**src/common/dfpr_consts.vh**
```
`ifndef DFPR_CONSTS_VH
`define DFPR_CONSTS_VH

// Timebase
`define DFPR_CLK_HZ 10000000
`define DFPR_TICK_MS 100
`define DFPR_TICK_CYCLES (`DFPR_CLK_HZ / 1000 * `DFPR_TICK_MS)
`define DFPR_TICKS_PER_S (1000 / `DFPR_TICK_MS)
`define DFPR_OH_DELAY_S 10
`define DFPR_CLEAR_S 600
`define DFPR_TMR_W 13

// Register byte offsets
`define DFPR_REG_CTRL 8'h00
`define DFPR_REG_UV_TRIG 8'h04
`define DFPR_REG_UV_PAUSE 8'h08
`define DFPR_REG_UV_RECOV 8'h0c
`define DFPR_REG_OH_THR 8'h10
`define DFPR_REG_SENSOR 8'h14
`define DFPR_REG_DEV_LEVEL 8'h18
`define DFPR_REG_DEV_TIME 8'h1c
`define DFPR_REG_AR_LIMIT 8'h20
`define DFPR_REG_AR_INTERVAL 8'h24
`define DFPR_REG_STATUS 8'h28
`define DFPR_REG_CODES 8'h2c
`define DFPR_REG_SNAP_BASE 8'h30
`define DFPR_SNAP_STRIDE 8'h20
`define DFPR_SNAP_END 8'h90
`define DFPR_REG_SERIAL 8'h90
`define DFPR_REG_SW_VER 8'h94
`define DFPR_REG_RATED_KW 8'h98
`define DFPR_REG_RATED_V 8'h9c
`define DFPR_REG_RATED_A 8'ha0

// Control bits
`define DFPR_CTRL_UVSTALL 0
`define DFPR_CTRL_STOAUTO 1
`define DFPR_CTRL_MANRST 2

// Reset values and ranges
`define DFPR_RST_CTRL 3'h2
`define DFPR_RST_UV_TRIG 10'h1cc
`define DFPR_MIN_UV_TRIG 10'h190
`define DFPR_MAX_UV_TRIG 10'h1cc
`define DFPR_RST_UV_PAUSE 10'h1e5
`define DFPR_MIN_UV_PAUSE 10'h1cc
`define DFPR_MAX_UV_PAUSE 10'h1f4
`define DFPR_RST_UV_RECOV 10'h014
`define DFPR_MAX_UV_RECOV 10'h3e8
`define DFPR_RST_OH_THR 8'h78
`define DFPR_MAX_OH_THR 8'hc8
`define DFPR_RST_SENSOR 8'h00
`define DFPR_MAX_SENSOR_ONES 4'h3
`define DFPR_MAX_SENSOR_TENS 4'h1
`define DFPR_SENSOR_NONE 4'h0
`define DFPR_SENSOR_PT100 4'h3
`define DFPR_RST_DEV_LEVEL 10'h000
`define DFPR_MAX_DEV_LEVEL 10'h1f4
`define DFPR_DEV_LEVEL_FULL 32'h3e8
`define DFPR_RST_DEV_TIME 10'h00a
`define DFPR_MAX_DEV_TIME 10'h064
`define DFPR_RST_AR_LIMIT 7'h00
`define DFPR_MAX_AR_LIMIT 7'h64
`define DFPR_RST_AR_INTERVAL 13'h0032
`define DFPR_MIN_AR_INTERVAL 13'h0014
`define DFPR_MAX_AR_INTERVAL 13'h1770
`define DFPR_VOLT_SCALE 16'h000a

// Fault codes
`define DFPR_FC_NONE 7'h00
`define DFPR_FC_MODULE 7'h01
`define DFPR_FC_EXTDEV 7'h02
`define DFPR_FC_GROUND 7'h03
`define DFPR_FC_UNDERV 7'h04
`define DFPR_FC_BCOMM 7'h05
`define DFPR_FC_FWMIS 7'h06
`define DFPR_FC_STO 7'h07
`define DFPR_FC_OVERHEAT 7'h08
`define DFPR_FC_SPEEDDEV 7'h09
`define DFPR_FC_MAX 7'h41
`define DFPR_NUM_SRC 10

`endif

```
**src/rtl/dfpr_tick.v**
```verilog
`include "dfpr_consts.vh"
module dfpr_tick #(
    parameter DIV = `DFPR_TICK_CYCLES
) (
    input wire clk_sys,
    input wire rst,
    output reg tick
);
    reg [31:0] count;
    always @(posedge clk_sys) begin
        if (rst) begin
            count <= 32'h0;
            tick <= 1'b0;
        end else if (count >= DIV - 1) begin
            count <= 32'h0;
            tick <= 1'b1;
        end else begin
            count <= count + 32'h1;
            tick <= 1'b0;
        end
    end
endmodule

```
**src/rtl/dfpr_timer.v**
```verilog
`include "dfpr_consts.vh"
module dfpr_timer #(
    parameter W = `DFPR_TMR_W
) (
    input wire clk_sys,
    input wire rst,
    input wire tick,
    input wire run,
    input wire [W-1:0] limit,
    output reg done
);
    // Counts base ticks while run holds; any drop restarts the wait
    reg [W-1:0] count;
    always @(posedge clk_sys) begin
        if (rst || !run) begin
            count <= {W{1'b0}};
            done <= 1'b0;
        end else begin
            if (tick && count < limit) begin
                count <= count + {{(W-1){1'b0}}, 1'b1};
            end
            done <= (count >= limit);
        end
    end
endmodule

```
**src/rtl/dfpr_top.v**
```verilog
//Contract
// - Lower frequency when bus below trigger
// - Stop lowering after pause voltage plus delay
// - Overheat fault after ten seconds above threshold
// - Sensor type digit selects sensor, channel (channel 2 used only for PT100 with tens digit 1)
// - Speed deviation fault beyond level and time
// - Zero detection time disables deviation check
// - Attempt limit zero disables auto reset
// - Auto resets spaced by configured interval
// - Limit used up leaves manual reset only
// - Manual reset during auto clears counter
// - Fault-free run 600 s clears counter
// - Module, external, ground faults never clear
// - Undervoltage, comm, firmware faults self-clear
// - Reset interval locks output, zero frequency
// - Auto reset restarts with speed tracking
// - Keep current, latest, second fault codes
// - Snapshot measurements for each fault
// - Setting enables safe torque off auto reset
// - Identity values read only
//
// The Avalon-MM interface to the registers and the register offsets were left to the implementer.
`include "dfpr_consts.vh"
module dfpr_top #(
    parameter TICK_CYCLES = `DFPR_TICK_CYCLES,
    parameter [15:0] SERIAL_NO = 16'h0001,
    parameter [15:0] SW_VERSION = 16'h0100,
    parameter [15:0] RATED_KW = 16'h0000,
    parameter [15:0] RATED_V = 16'h0000,
    parameter [15:0] RATED_A = 16'h0000
) (
    input wire clk_sys,
    input wire rst,
    input wire [7:0] avs_address,
    input wire avs_read,
    input wire avs_write,
    input wire [31:0] avs_writedata,
    input wire [3:0] avs_byteenable,
    output reg [31:0] avs_readdata,
    output reg avs_waitrequest,
    input wire [15:0] busVoltage,
    input wire [15:0] outCurrent,
    input wire [15:0] outFrequency,
    input wire [15:0] statusWord,
    input wire [15:0] bridgeTemp,
    input wire [7:0] inputTerminals,
    input wire [3:0] outputTerminals,
    input wire [15:0] runMinutes,
    input wire [7:0] motorTempCh1,
    input wire [7:0] motorTempCh2,
    input wire [15:0] speedRef,
    input wire [15:0] speedActual,
    input wire [15:0] maxFrequency,
    input wire driveRunning,
    input wire manualResetCmd,
    input wire moduleProtect,
    input wire externalDeviceFault,
    input wire groundShortFault,
    input wire undervoltageFault,
    input wire boardCommError,
    input wire powerBoardFirmwareMismatch,
    input wire safeTorqueOff,
    output reg stallLowerFreq,
    output reg outputLock,
    output reg zeroFreqCmd,
    output reg speedTrackStart,
    output reg faultActive,
    output reg [6:0] faultCode,
    output reg motorOverheatFault,
    output reg speedErrorExcessFault
);
    localparam ST_RUN = 2'h0;
    localparam ST_FAULT = 2'h1;
    localparam ST_WAIT = 2'h2;
    localparam [12:0] OH_LIMIT = `DFPR_OH_DELAY_S * `DFPR_TICKS_PER_S + 1;
    localparam [12:0] CLEAR_LIMIT = `DFPR_CLEAR_S * `DFPR_TICKS_PER_S;

    function in_range;
        input [15:0] v;
        input [15:0] lo;
        input [15:0] hi;
        begin
            in_range = (v >= lo) && (v <= hi);
        end
    endfunction

    function [15:0] be_merge;
        input [15:0] old;
        input [31:0] wd;
        input [3:0] be;
        begin
            be_merge = {be[1] ? wd[15:8] : old[15:8], be[0] ? wd[7:0] : old[7:0]};
        end
    endfunction

    function [15:0] volts_x10;
        input [9:0] v;
        begin
            volts_x10 = {6'h00, v} * `DFPR_VOLT_SCALE;
        end
    endfunction

    function [6:0] src_code;
        input [3:0] idx;
        begin
            case (idx)
                4'h0: src_code = `DFPR_FC_MODULE;
                4'h1: src_code = `DFPR_FC_EXTDEV;
                4'h2: src_code = `DFPR_FC_GROUND;
                4'h3: src_code = `DFPR_FC_UNDERV;
                4'h4: src_code = `DFPR_FC_BCOMM;
                4'h5: src_code = `DFPR_FC_FWMIS;
                4'h6: src_code = `DFPR_FC_STO;
                4'h7: src_code = `DFPR_FC_OVERHEAT;
                4'h8: src_code = `DFPR_FC_SPEEDDEV;
                default: src_code = `DFPR_FC_NONE;
            endcase
        end
    endfunction

    reg [2:0] ctrl;
    reg [9:0] uvTrig;
    reg [9:0] uvPause;
    reg [9:0] uvRecov;
    reg [7:0] ohThr;
    reg [7:0] sensorType;
    reg [9:0] devLevel;
    reg [9:0] devTime;
    reg [6:0] arLimit;
    reg [12:0] arInterval;
    reg [1:0] state;
    reg [6:0] attempts;
    reg [3:0] faultIdx;
    reg [6:0] codeHist [0:2];
    reg [15:0] snapVolt [0:2];
    reg [15:0] snapCurr [0:2];
    reg [15:0] snapFreq [0:2];
    reg [15:0] snapStat [0:2];
    reg [15:0] snapTemp [0:2];
    reg [11:0] snapTerm [0:2];
    reg [15:0] snapRun [0:2];
    reg [31:0] next_readdata;
    reg [3:0] pickIdx;
    integer i;
    integer j;

    wire tick;
    wire recovDone;
    wire ohDone;
    wire devDone;
    wire intervalDone;
    wire clearDone;
    wire busAccess = avs_read || avs_write;
    wire doWrite = avs_write && !avs_waitrequest;
    wire [7:0] wordAddr = {avs_address[7:2], 2'b00};
    wire [15:0] wd = be_merge(16'h0000, avs_writedata, avs_byteenable);
    wire manualReset = manualResetCmd || (doWrite && wordAddr == `DFPR_REG_CTRL && wd[`DFPR_CTRL_MANRST]);

    dfpr_tick #(.DIV(TICK_CYCLES)) u_tick (
        .clk_sys(clk_sys),
        .rst(rst),
        .tick(tick)
    );

    // Undervoltage stall
    wire busBelowTrig = busVoltage < volts_x10(uvTrig);
    wire busAbovePause = busVoltage > volts_x10(uvPause);
    dfpr_timer u_recov (
        .clk_sys(clk_sys),
        .rst(rst),
        .tick(tick),
        .run(stallLowerFreq && busAbovePause),
        .limit({3'h0, uvRecov}),
        .done(recovDone)
    );

    // Motor temperature selection
    wire [3:0] sensorOnes = sensorType[3:0];
    wire [3:0] sensorTens = sensorType[7:4];
    wire useCh2 = (sensorOnes == `DFPR_SENSOR_PT100) && (sensorTens == `DFPR_MAX_SENSOR_TENS);
    wire [7:0] motorTemp = useCh2 ? motorTempCh2 : motorTempCh1;
    wire ohCond = (sensorOnes != `DFPR_SENSOR_NONE) && (motorTemp > ohThr);
    dfpr_timer u_oh (
        .clk_sys(clk_sys),
        .rst(rst),
        .tick(tick),
        .run(ohCond),
        .limit(OH_LIMIT),
        .done(ohDone)
    );

    // Speed deviation: |ref - act| * 1000 > level * fmax, level in 0.1 %
    wire [15:0] speedDiff = (speedRef >= speedActual) ? speedRef - speedActual : speedActual - speedRef;
    wire [31:0] diffScaled = {16'h0000, speedDiff} * `DFPR_DEV_LEVEL_FULL;
    wire [31:0] devBound = {22'h0, devLevel} * {16'h0000, maxFrequency};
    wire devCond = (devTime != 10'h000) && (diffScaled > devBound);
    dfpr_timer u_dev (
        .clk_sys(clk_sys),
        .rst(rst),
        .tick(tick),
        .run(devCond),
        .limit({3'h0, devTime} + 13'h0001),
        .done(devDone)
    );

    dfpr_timer u_interval (
        .clk_sys(clk_sys),
        .rst(rst),
        .tick(tick),
        .run(state == ST_WAIT),
        .limit(arInterval),
        .done(intervalDone)
    );

    dfpr_timer u_clear (
        .clk_sys(clk_sys),
        .rst(rst),
        .tick(tick),
        .run(state == ST_RUN && driveRunning),
        .limit(CLEAR_LIMIT),
        .done(clearDone)
    );

    wire [`DFPR_NUM_SRC-1:0] srcVec = {1'b0, speedErrorExcessFault, motorOverheatFault, safeTorqueOff,
        powerBoardFirmwareMismatch, boardCommError, undervoltageFault, groundShortFault,
        externalDeviceFault, moduleProtect};

    // Lowest index wins, so never-clearing faults are recorded first
    always @* begin
        pickIdx = 4'hf;
        for (j = `DFPR_NUM_SRC - 1; j >= 0; j = j - 1) begin
            if (srcVec[j]) begin
                pickIdx = j[3:0];
            end
        end
    end

    wire permanent = (faultIdx <= 4'h2);
    wire selfClear = (faultIdx >= 4'h3) && (faultIdx <= 4'h5);
    wire autoAllowed = (arLimit != 7'h00) && (attempts < arLimit) &&
        (faultIdx != 4'h6 || ctrl[`DFPR_CTRL_STOAUTO]);

    always @(posedge clk_sys) begin
        if (rst) begin
            stallLowerFreq <= 1'b0;
            motorOverheatFault <= 1'b0;
            speedErrorExcessFault <= 1'b0;
        end else begin
            if (ctrl[`DFPR_CTRL_UVSTALL] && busBelowTrig) begin
                stallLowerFreq <= 1'b1;
            end else if (recovDone || !ctrl[`DFPR_CTRL_UVSTALL]) begin
                stallLowerFreq <= 1'b0;
            end
            motorOverheatFault <= ohDone;
            speedErrorExcessFault <= devDone;
        end
    end

    // Fault manager
    always @(posedge clk_sys) begin
        if (rst) begin
            state <= ST_RUN;
            attempts <= 7'h00;
            faultIdx <= 4'hf;
            speedTrackStart <= 1'b0;
            for (i = 0; i < 3; i = i + 1) begin
                codeHist[i] <= `DFPR_FC_NONE;
                snapVolt[i] <= 16'h0000;
                snapCurr[i] <= 16'h0000;
                snapFreq[i] <= 16'h0000;
                snapStat[i] <= 16'h0000;
                snapTemp[i] <= 16'h0000;
                snapTerm[i] <= 12'h000;
                snapRun[i] <= 16'h0000;
            end
        end else begin
            speedTrackStart <= 1'b0;
            case (state)
                ST_RUN: begin
                    if (pickIdx != 4'hf) begin
                        state <= ST_FAULT;
                        faultIdx <= pickIdx;
                        for (i = 2; i > 0; i = i - 1) begin
                            codeHist[i] <= codeHist[i-1];
                            snapVolt[i] <= snapVolt[i-1];
                            snapCurr[i] <= snapCurr[i-1];
                            snapFreq[i] <= snapFreq[i-1];
                            snapStat[i] <= snapStat[i-1];
                            snapTemp[i] <= snapTemp[i-1];
                            snapTerm[i] <= snapTerm[i-1];
                            snapRun[i] <= snapRun[i-1];
                        end
                        codeHist[0] <= src_code(pickIdx);
                        snapVolt[0] <= busVoltage;
                        snapCurr[0] <= outCurrent;
                        snapFreq[0] <= outFrequency;
                        snapStat[0] <= statusWord;
                        snapTemp[0] <= bridgeTemp;
                        snapTerm[0] <= {outputTerminals, inputTerminals};
                        snapRun[0] <= runMinutes;
                    end else if (clearDone) begin
                        attempts <= 7'h00;
                    end
                end
                ST_FAULT: begin
                    if (permanent) begin
                        state <= ST_FAULT;
                    end else if (selfClear) begin
                        if (!srcVec[faultIdx]) begin
                            state <= ST_RUN;
                        end
                    end else if (manualReset) begin
                        state <= ST_RUN;
                    end else if (autoAllowed) begin
                        state <= ST_WAIT;
                    end
                end
                ST_WAIT: begin
                    if (manualReset) begin
                        attempts <= 7'h00;
                        state <= ST_RUN;
                    end else if (intervalDone) begin
                        attempts <= attempts + 7'h01;
                        state <= ST_RUN;
                        speedTrackStart <= 1'b1;
                    end
                end
                default: begin
                    state <= ST_RUN;
                end
            endcase
        end
    end

    always @(posedge clk_sys) begin
        if (rst) begin
            outputLock <= 1'b0;
            zeroFreqCmd <= 1'b0;
            faultActive <= 1'b0;
            faultCode <= `DFPR_FC_NONE;
        end else begin
            outputLock <= (state != ST_RUN);
            zeroFreqCmd <= (state != ST_RUN);
            faultActive <= (state != ST_RUN);
            faultCode <= (state != ST_RUN) ? codeHist[0] : `DFPR_FC_NONE;
        end
    end

    // Configuration writes outside the legal range are ignored
    always @(posedge clk_sys) begin
        if (rst) begin
            ctrl <= `DFPR_RST_CTRL;
            uvTrig <= `DFPR_RST_UV_TRIG;
            uvPause <= `DFPR_RST_UV_PAUSE;
            uvRecov <= `DFPR_RST_UV_RECOV;
            ohThr <= `DFPR_RST_OH_THR;
            sensorType <= `DFPR_RST_SENSOR;
            devLevel <= `DFPR_RST_DEV_LEVEL;
            devTime <= `DFPR_RST_DEV_TIME;
            arLimit <= `DFPR_RST_AR_LIMIT;
            arInterval <= `DFPR_RST_AR_INTERVAL;
        end else if (doWrite) begin
            case (wordAddr)
                `DFPR_REG_CTRL: ctrl <= {1'b0, avs_byteenable[0] ? wd[1:0] : ctrl[1:0]};
                `DFPR_REG_UV_TRIG: begin
                    if (in_range(wd, {6'h0, `DFPR_MIN_UV_TRIG}, {6'h0, `DFPR_MAX_UV_TRIG})) begin
                        uvTrig <= wd[9:0];
                    end
                end
                `DFPR_REG_UV_PAUSE: begin
                    if (in_range(wd, {6'h0, `DFPR_MIN_UV_PAUSE}, {6'h0, `DFPR_MAX_UV_PAUSE})) begin
                        uvPause <= wd[9:0];
                    end
                end
                `DFPR_REG_UV_RECOV: begin
                    if (in_range(wd, 16'h0000, {6'h0, `DFPR_MAX_UV_RECOV})) begin
                        uvRecov <= wd[9:0];
                    end
                end
                `DFPR_REG_OH_THR: begin
                    if (in_range(wd, 16'h0000, {8'h0, `DFPR_MAX_OH_THR})) begin
                        ohThr <= wd[7:0];
                    end
                end
                `DFPR_REG_SENSOR: begin
                    if (wd[15:8] == 8'h00 && wd[3:0] <= `DFPR_MAX_SENSOR_ONES && wd[7:4] <= `DFPR_MAX_SENSOR_TENS) begin
                        sensorType <= wd[7:0];
                    end
                end
                `DFPR_REG_DEV_LEVEL: begin
                    if (in_range(wd, 16'h0000, {6'h0, `DFPR_MAX_DEV_LEVEL})) begin
                        devLevel <= wd[9:0];
                    end
                end
                `DFPR_REG_DEV_TIME: begin
                    if (in_range(wd, 16'h0000, {6'h0, `DFPR_MAX_DEV_TIME})) begin
                        devTime <= wd[9:0];
                    end
                end
                `DFPR_REG_AR_LIMIT: begin
                    if (in_range(wd, 16'h0000, {9'h0, `DFPR_MAX_AR_LIMIT})) begin
                        arLimit <= wd[6:0];
                    end
                end
                `DFPR_REG_AR_INTERVAL: begin
                    if (in_range(wd, {3'h0, `DFPR_MIN_AR_INTERVAL}, {3'h0, `DFPR_MAX_AR_INTERVAL})) begin
                        arInterval <= wd[12:0];
                    end
                end
                default: begin
                    ctrl <= ctrl;
                end
            endcase
        end
    end

    // Read mux; snapshot block is three entries of eight words
    wire [7:0] snapOff = wordAddr - `DFPR_REG_SNAP_BASE;
    wire [1:0] snapEnt = snapOff[6:5];
    always @* begin
        next_readdata = 32'h0000_0000;
        if (wordAddr >= `DFPR_REG_SNAP_BASE && wordAddr < `DFPR_SNAP_END) begin
            case (snapOff[4:2])
                3'h0: next_readdata = {16'h0000, snapVolt[snapEnt]};
                3'h1: next_readdata = {16'h0000, snapCurr[snapEnt]};
                3'h2: next_readdata = {16'h0000, snapFreq[snapEnt]};
                3'h3: next_readdata = {16'h0000, snapStat[snapEnt]};
                3'h4: next_readdata = {16'h0000, snapTemp[snapEnt]};
                3'h5: next_readdata = {20'h00000, snapTerm[snapEnt]};
                3'h6: next_readdata = {16'h0000, snapRun[snapEnt]};
                default: next_readdata = 32'h0000_0000;
            endcase
        end else begin
            case (wordAddr)
                `DFPR_REG_CTRL: next_readdata = {30'h0, ctrl[1:0]};
                `DFPR_REG_UV_TRIG: next_readdata = {22'h0, uvTrig};
                `DFPR_REG_UV_PAUSE: next_readdata = {22'h0, uvPause};
                `DFPR_REG_UV_RECOV: next_readdata = {22'h0, uvRecov};
                `DFPR_REG_OH_THR: next_readdata = {24'h0, ohThr};
                `DFPR_REG_SENSOR: next_readdata = {24'h0, sensorType};
                `DFPR_REG_DEV_LEVEL: next_readdata = {22'h0, devLevel};
                `DFPR_REG_DEV_TIME: next_readdata = {22'h0, devTime};
                `DFPR_REG_AR_LIMIT: next_readdata = {25'h0, arLimit};
                `DFPR_REG_AR_INTERVAL: next_readdata = {19'h0, arInterval};
                `DFPR_REG_STATUS: next_readdata = {17'h0, attempts, 3'h0, permanent && faultActive,
                    !autoAllowed, state == ST_WAIT, faultActive, stallLowerFreq};
                `DFPR_REG_CODES: next_readdata = {9'h0, codeHist[2], 1'b0, codeHist[1], 1'b0, codeHist[0]};
                `DFPR_REG_SERIAL: next_readdata = {16'h0000, SERIAL_NO};
                `DFPR_REG_SW_VER: next_readdata = {16'h0000, SW_VERSION};
                `DFPR_REG_RATED_KW: next_readdata = {16'h0000, RATED_KW};
                `DFPR_REG_RATED_V: next_readdata = {16'h0000, RATED_V};
                `DFPR_REG_RATED_A: next_readdata = {16'h0000, RATED_A};
                default: next_readdata = 32'h0000_0000;
            endcase
        end
    end

    // One wait cycle per access keeps readdata registered
    always @(posedge clk_sys) begin
        if (rst) begin
            avs_waitrequest <= 1'b1;
            avs_readdata <= 32'h0000_0000;
        end else if (busAccess && avs_waitrequest) begin
            avs_waitrequest <= 1'b0;
            avs_readdata <= next_readdata;
        end else begin
            avs_waitrequest <= 1'b1;
        end
    end
endmodule

```
**config.mk**
```make
export PLATFORM = sky130hd
export DESIGN_NAME = dfpr_top
export DESIGN_NICKNAME = d
export VERILOG_FILES = /design/src/rtl/dfpr_tick.v /design/src/rtl/dfpr_timer.v /design/src/rtl/dfpr_top.v
export VERILOG_INCLUDE_DIRS = /design/src /design/src/common
export SDC_FILE = /design/constraint.sdc
export NUM_CORES = 2
export LEC_CHECK = 0
export BUFFER_PORTS_ARGS = -buffer_cell sky130_fd_sc_hd__buf_4
export CAP_MARGIN = 20
export CORE_MARGIN = 2
export CORE_UTILIZATION = 60
export CTS_BUF_LIST = sky130_fd_sc_hd__clkbuf_4
export CTS_CLUSTER_DIAMETER = 80
export CTS_CLUSTER_SIZE = 16
export DETAILED_ROUTE_END_ITERATION = 8
export MAX_ROUTING_LAYER = met4
export PLACE_DENSITY_LB_ADDON = 0.12
export SYNTH_ARGS = -nofsm -noshare
export SYNTH_HDL_FRONTEND = slang
export SYNTH_SLANG_ARGS = --single-unit
```
**constraint.sdc**
```tcl
create_clock -name clk_sys -period 13.85 [get_ports clk_sys]
set_input_delay 1.385 -clock clk_sys [delete_from_list [all_inputs] [get_ports clk_sys]]
set_output_delay 1.385 -clock clk_sys [all_outputs]
set_load 0.01 [all_outputs]
```
# Yosys cells after proc, flatten, opt, wreduce, memory -nomap -nowiden
# Memory sizes are Yosys's and may differ from the RTL's.
# Index checks and enable logic that the tools add are counted.
op_classes:
  n_mul: 4
  bitwise_logic: 26
  eq_ne: 31
  n_reduce_logical: 72
  muxes: 70
  order_cmp: 35
  addsub: 11
ops:
  columns: ["cell", "count"]
  rows:
  - ["$pmux W23 S14", 1]
  - ["$mux W16", 19]
  - ["$pmux W16 S7", 1]
  - ["$mux W7", 10]
  - ["$add A13 B1 Y13 const B", 5]
  - ["$mux W12", 3]
  - ["$add A32 B1 Y32 const B", 1]
  - ["$ge A16 B9 Y1 const B", 2]
  - ["$ge A32 B20 Y1 const B", 1]
  - ["$le A16 B9 Y1 const B", 2]
  - ["$mux W32", 1]
  - ["$mux W4", 8]
  - ["$sub A16 B16 Y16", 2]
  - ["$reduce_and A3 Y1", 10]
  - ["$logic_and A1 B1 Y1", 29]
  - ["$gt A26 B26 Y1", 1]
  - ["$mul A10 B16 Y26", 1]
  - ["$mul A10 B3 Y13 const B", 2]
  - ["$eq A6 B3 Y1 const B", 4]
  - ["$eq A6 B4 Y1 const B", 4]
  - ["$mux W8", 3]
  - ["$or A1 B1 Y1", 24]
  - ["$mul A16 B7 Y23 const B", 1]
  - ["$ge A16 B1 Y1 const B", 1]
  - ["66 further kinds", 113]
word_totals:
  memories: 9
  wordCells: 291
  rom_bits: 64
  ramBits: 345
  regBits: 249
mem_list:
  columns: ["name", "words", "word_bits", "read_ports", "rd_clocked_by_memory_dff", "wr", "line", "text"]
  rows:
  - ["(no name shown)", 16, 4, 1, 0, 0, "dfpr_top.v:106", "case (idx)"]
  - ["snapCurr", 3, 16, 3, 0, 3, "dfpr_top.v:136", "reg [15:0] snapCurr [0:2];"]
  - ["snapFreq", 3, 16, 3, 0, 3, "dfpr_top.v:137", "reg [15:0] snapFreq [0:2];"]
  - ["snapRun", 3, 16, 3, 0, 3, "dfpr_top.v:141", "reg [15:0] snapRun [0:2];"]
  - ["snapStat", 3, 16, 3, 0, 3, "dfpr_top.v:138", "reg [15:0] snapStat [0:2];"]
  - ["snapTemp", 3, 16, 3, 0, 3, "dfpr_top.v:139", "reg [15:0] snapTemp [0:2];"]
  - ["+3 memories", null, null, null, null, null, null, null]

# Logic depth before layout (Yosys ltp)
depth:
  depth_word: 15
  depth_mapped: 38

# Cells and area by module
# From an unflattened synthesis, not the netlist that was laid out.
unflattened:
  cells_unflattened: 3861
  area_unflattened_um2: 38899.8
modules_own_cells:
  columns: ["mod", "n_inst", "area_each_um2", "cells_per_inst"]
  rows:
  - ["dfpr_top", 1, 32740.2, 3132]
  - ["dfpr_timer", 5, 983.4, 120]
  - ["dfpr_tick", 1, 1242.4, 129]

# Worst setup path before layout
# No wires, ideal clock.
synth_timing:
  path_type: "input-to-reg"
  from: "input safeTorqueOff"
  to: "memory codeHist[0][0], enable pin"
  arrival_time_ns: 7.979
  slack_ns: 3.358
  cell_stages: 12
  path_buffers: 1
  setup_time_ns: 2.513
  path_cell_list: "inv_1 > a21oi_1 > nor2_1 > nor2_1 > nor2_1 > nor2_1 > nor2_1 > ha_1 > nand4b_1 > clkbuf_1 > nand2_1 > nand2_1"
synth_lines:
  columns: ["item", "line", "text"]
  rows:
  - ["from (decl)", "dfpr_top.v:62", "input wire safeTorqueOff,"]
  - ["to (decl)", "dfpr_top.v:134", "reg [6:0] codeHist [0:2];"]

# Final worst setup path
layout_timing:
  from: "input speedRef[0]"
  to: "register u_dev.count[7]"
layout_via:
  elab_chain_len: 7
  elab_cells_between_ends: 9
  classes_between: "2 x add/sub; 1 x mul; 2 x order compare; 1 x mux; 3 x reduce/logical"
layout_lines:
  columns: ["item", "line", "text"]
  rows:
  - ["from (decl)", "dfpr_top.v:51", "input wire [15:0] speedRef,"]
  - ["$sub A16 B16 Y16 / $ge A16 B16 Y1 (equally long branches)", "dfpr_top.v:193", "wire [15:0] speedDiff = (speedRef >= speedActual) ? speedRef - speedActual : speedActual - speedRef;"]
  - ["$mux W16 (*)", "dfpr_top.v:193", null]
  - ["$mul A16 B7 Y23 (no source line) (*)", null, null]
  - ["$gt A26 B26 Y1 (*)", "dfpr_top.v:196", "wire devCond = (devTime != 10'h000) && (diffScaled > devBound);"]
  - ["$logic_and A1 B1 Y1 (*)", "dfpr_top.v:196", null]
  - ["$logic_not A1 Y1 (*)", "dfpr_timer.v:15", "if (rst || !run) begin"]
  - ["$logic_or A1 B1 Y1 (*)", "dfpr_timer.v:15", null]
  - ["to (signal assigned)", "dfpr_timer.v:16", "count <= {W{1'b0}};"]
  - ["to (signal assigned)", "dfpr_timer.v:20", "count <= count + {{(W-1){1'b0}}, 1'b1};"]
  - ["to (decl)", "dfpr_timer.v:13", "reg [W-1:0] count;"]
# Mark *: on every way between the ends. The rest lies on a longest branch, timed or not.
# A chain may end at the register's enable or synchronous reset.

==> metrics.txt <==
layout cells sized above 1=9.84%; Worst path max stage delay=0.54 ns; Rel. slew slack=between 10% and 20%; Avg WL per Cell=between 20 and 25 um; FP Rows=92; dpl cell area=between 40000 and 50000 um^2; critical path endpoint category=flip-flop; DRC=0; Hold Fails Final Rpt=0; initial drt markers=approximately 3.0k; post-CTS sizing=0; nets=roughly 4.6k; Hold Crit Class=reg -> reg; Worst EP required=roughly 15 ns; Final period util=between 70 and 80%; clock tree sinks=570; VDD IR max=slightly above 0.4 mV; DR pass1 iterations=9; DPL Wire Length=roughly 73 mm; IO Count=~280; crit path kind=in -> reg; WP data arrival=about 11 ns; Core ar.=~63000 um^2; die width=256 um; Final ANT Viol Nets=0; Post-synth top flop=edfxtp_1; #FFs+latches synth=570; Post-synth EDFFs=336; Worst Tran Pin Value=1.20 ns; Vias/cell=a little over 6; Seq/Total Area, Yosys=38.9%; FFs w/ async S/R, synth=0%; synth cell count leaders=and3_1 (365), edfxtp_1 (336), inv_1 (313), ha_1 (287), nor2_1 (269); CP max stage cell=fa_1; crit start category=input port; setup TNS=0 ns; top cell type's share of synthesized area=a little over a quarter; Final Cell Area=approximately 40000 um^2; fin. max-slew vios=0; Finish-stage setup viols=0; pin count of the biggest net entering global routing=roughly 330; root buf cell=clkbuf_4; die area=approximately 65000 um^2; Total Wirelength=around 100 mm; GRT overflow=0; I/O Buffers=240; hold buffer count at cts=0; Die Y=between 200 and 300 um; GRT Overall Usage=between 30% and 40%; first-pass GRT wire length=roughly 160 mm; outcome=finished, final reports clean; Period minus WS final=between 10 and 15 ns; post-CTS setup repair buffer count=0; Crit path top cell by count=inv_1; maximum clock rate=93.8 MHz; synthesized area=approximately 38000 um^2; CP max FO=17; unrepaired setup endpoints after global routing=no; Synth-to-Final Area Change=7.46%; Longest Clk Path Bufs=3; P per Cell Area=approximately 180 nW/um^2; vias in the first global route=approximately 28k; main area contributors after synthesis=edfxtp_1 (27%), dfxtp_1 (12%), ha_1 (9.4%), fa_1 (8.6%), and3_1 (6.0%); Synthesis Warnings=0; routability cong.=~0.94; Clock transition at path regs=roughly 0.16 ns; most common cell in the netlist=and3_1; H-tree depth=2; Avg Inst Size Synth=roughly 10 um^2; CTS tree=yes; Yosys cell types=between 80 and 90; Cells after Synth=around 3.8k; Initial Util=between 60% and 70%; initial antenna violation count=5; Worst Clk Skew=0.0939 ns; max_cap viols=0; leakage power=roughly 19 nW; CTS Buf Count=41; insertion delay to the later sink of the worst-skew pair=around 0.88 ns; routed vias=approximately 29k; largest area contributor in the netlist=edfxtp_1
==> critical path: cells and delay by family <==
kind,cells,cell delay [ns]
AOI/OAI and AO/OA,13,3.84
buffers and inverters,8,0.65
and+or+nand+nor,6,1.45
xor gates and xnor gates,2,0.62
adders and majority gates,8,3.25
muxes,1,0.23
==> power by group <==
part	total [mW]	switching (mW)	leakage, nW	internal (mW)
sequential	2.05	0.0874	5.71	1.96
clock	0.730	0.518	0.312	0.212
combinational	4.72	2.56	12.9	2.16
total	7.50	3.16	18.9	4.34
==> flip-flops by register name, indices dropped and copies added, names as in the netlist, 20 cells and up <==
name	flops
avs_readdata	20
snapCurr	48
snapFreq	48
snapRun	48
snapStat	48
snapTemp	48
snapTerm	36
snapVolt	48
u_tick.count	32
==> stage by stage <==
| stage | util [%] | hold slack, ns | std cells | setup slack [ns] | total power, mW |
|---|---|---|---|---|---|
| 2_1_floorplan | - | 0.408 | 3845 | 3.36 | 5.83 |
| 6_report | 65.0 | 0.440 | 4806 | 3.19 | 7.50 |
| 4_1_cts | 65.0 | 0.442 | 4799 | 3.19 | 7.56 |
| 3_5_place_dp | 64.2 | 0.421 | 4731 | 2.31 | 6.82 |
| 3_3_place_gp | 64.2 | 0.417 | 4731 | 2.43 | 6.74 |
| 5_1_grt | 65.0 | 0.472 | 4805 | 2.62 | 8.30 |
==> per-layer routing <==
layer / wire length, um / GRT usage (%) / vias to the layer above
li1: - / - / 13741
met1: 41800 / 41.8 / 14075
met2: 46300 / 48.6 / 1120
met3: 8130 / 4.26 / 195
met4: 3700 / 10.8 / 0
met5: 0 / - / -
==> path summary, 6_finish.rpt <==
kind | from | end | slack [ns] | depth (start not counted)
max | speedRef[0] | u_dev.count[7]$_SDFFE_PP0P_ | 3.19 | 38
min | u_oh.count[11]$_SDFFE_PP0P_ | u_oh.count[11]$_SDFFE_PP0P_ | 0.44 | 2
max reg2reg | devLevel[1]$_SDFFE_PP0P_ | u_dev.count[7]$_SDFFE_PP0P_ | 5.59 | 27
min reg2reg | u_oh.count[11]$_SDFFE_PP0P_ | u_oh.count[11]$_SDFFE_PP0P_ | 0.44 | 2
==> logic make-up after synthesis <==
group	share of synthesized area [%]
buffers and inverters	5.56
flip-flops	38.9
other	0.00986
XOR/XNOR	3.43
multiplexers	5.39
adder cells (fa/ha/maj)	18.1
AO/OA/AOI/OAI	11.1
AND/OR/NAND/NOR	17.6
==> cell usage in the layout (no fill, tap or decap), types with 17 or more instances in the layout <==
cell      netlist  layout
nor2b_1        27      27
a211oi_1       30      30
nand4_1        37      37
conb_1          1      27
o21ai_0        91      91
fa_1          164     164
nor3_1         39      37
and3_1        365     365
nor4_1         33      33
a21oi_1       162     162
ha_1          287     286
and2_1        102     102
buf_4          17     267
o31ai_1        17      17
nand2b_1       22      22
inv_1         313     313
mux2i_1       172     172
mux2_2         17      17
xnor2_1        66      65
xor2_1         74      73
a22oi_1        40      40
dfxtp_1       234     234
a31oi_1        18      18
clkbuf_4        0      65
o22ai_1        49      49
a21o_1         52      52
o21a_1         22      22
nand3_1        68      68
nand2_1       253     252
edfxtp_1      336     336
nor2_1        269     269
or3_1          17      17
==> layout make-up <==
cell class,count,area [um^2]
fill,5218,22000
tap,846,1060
sequential,570,14800
antenna,6,15.0
clock inverter,3,16.3
timing repair buffer,269,2040
inverter,316,1190
clock buffer,65,488
multi-input combinational,2731,21300
Note: power is estimated with default switching activity, not from simulation.
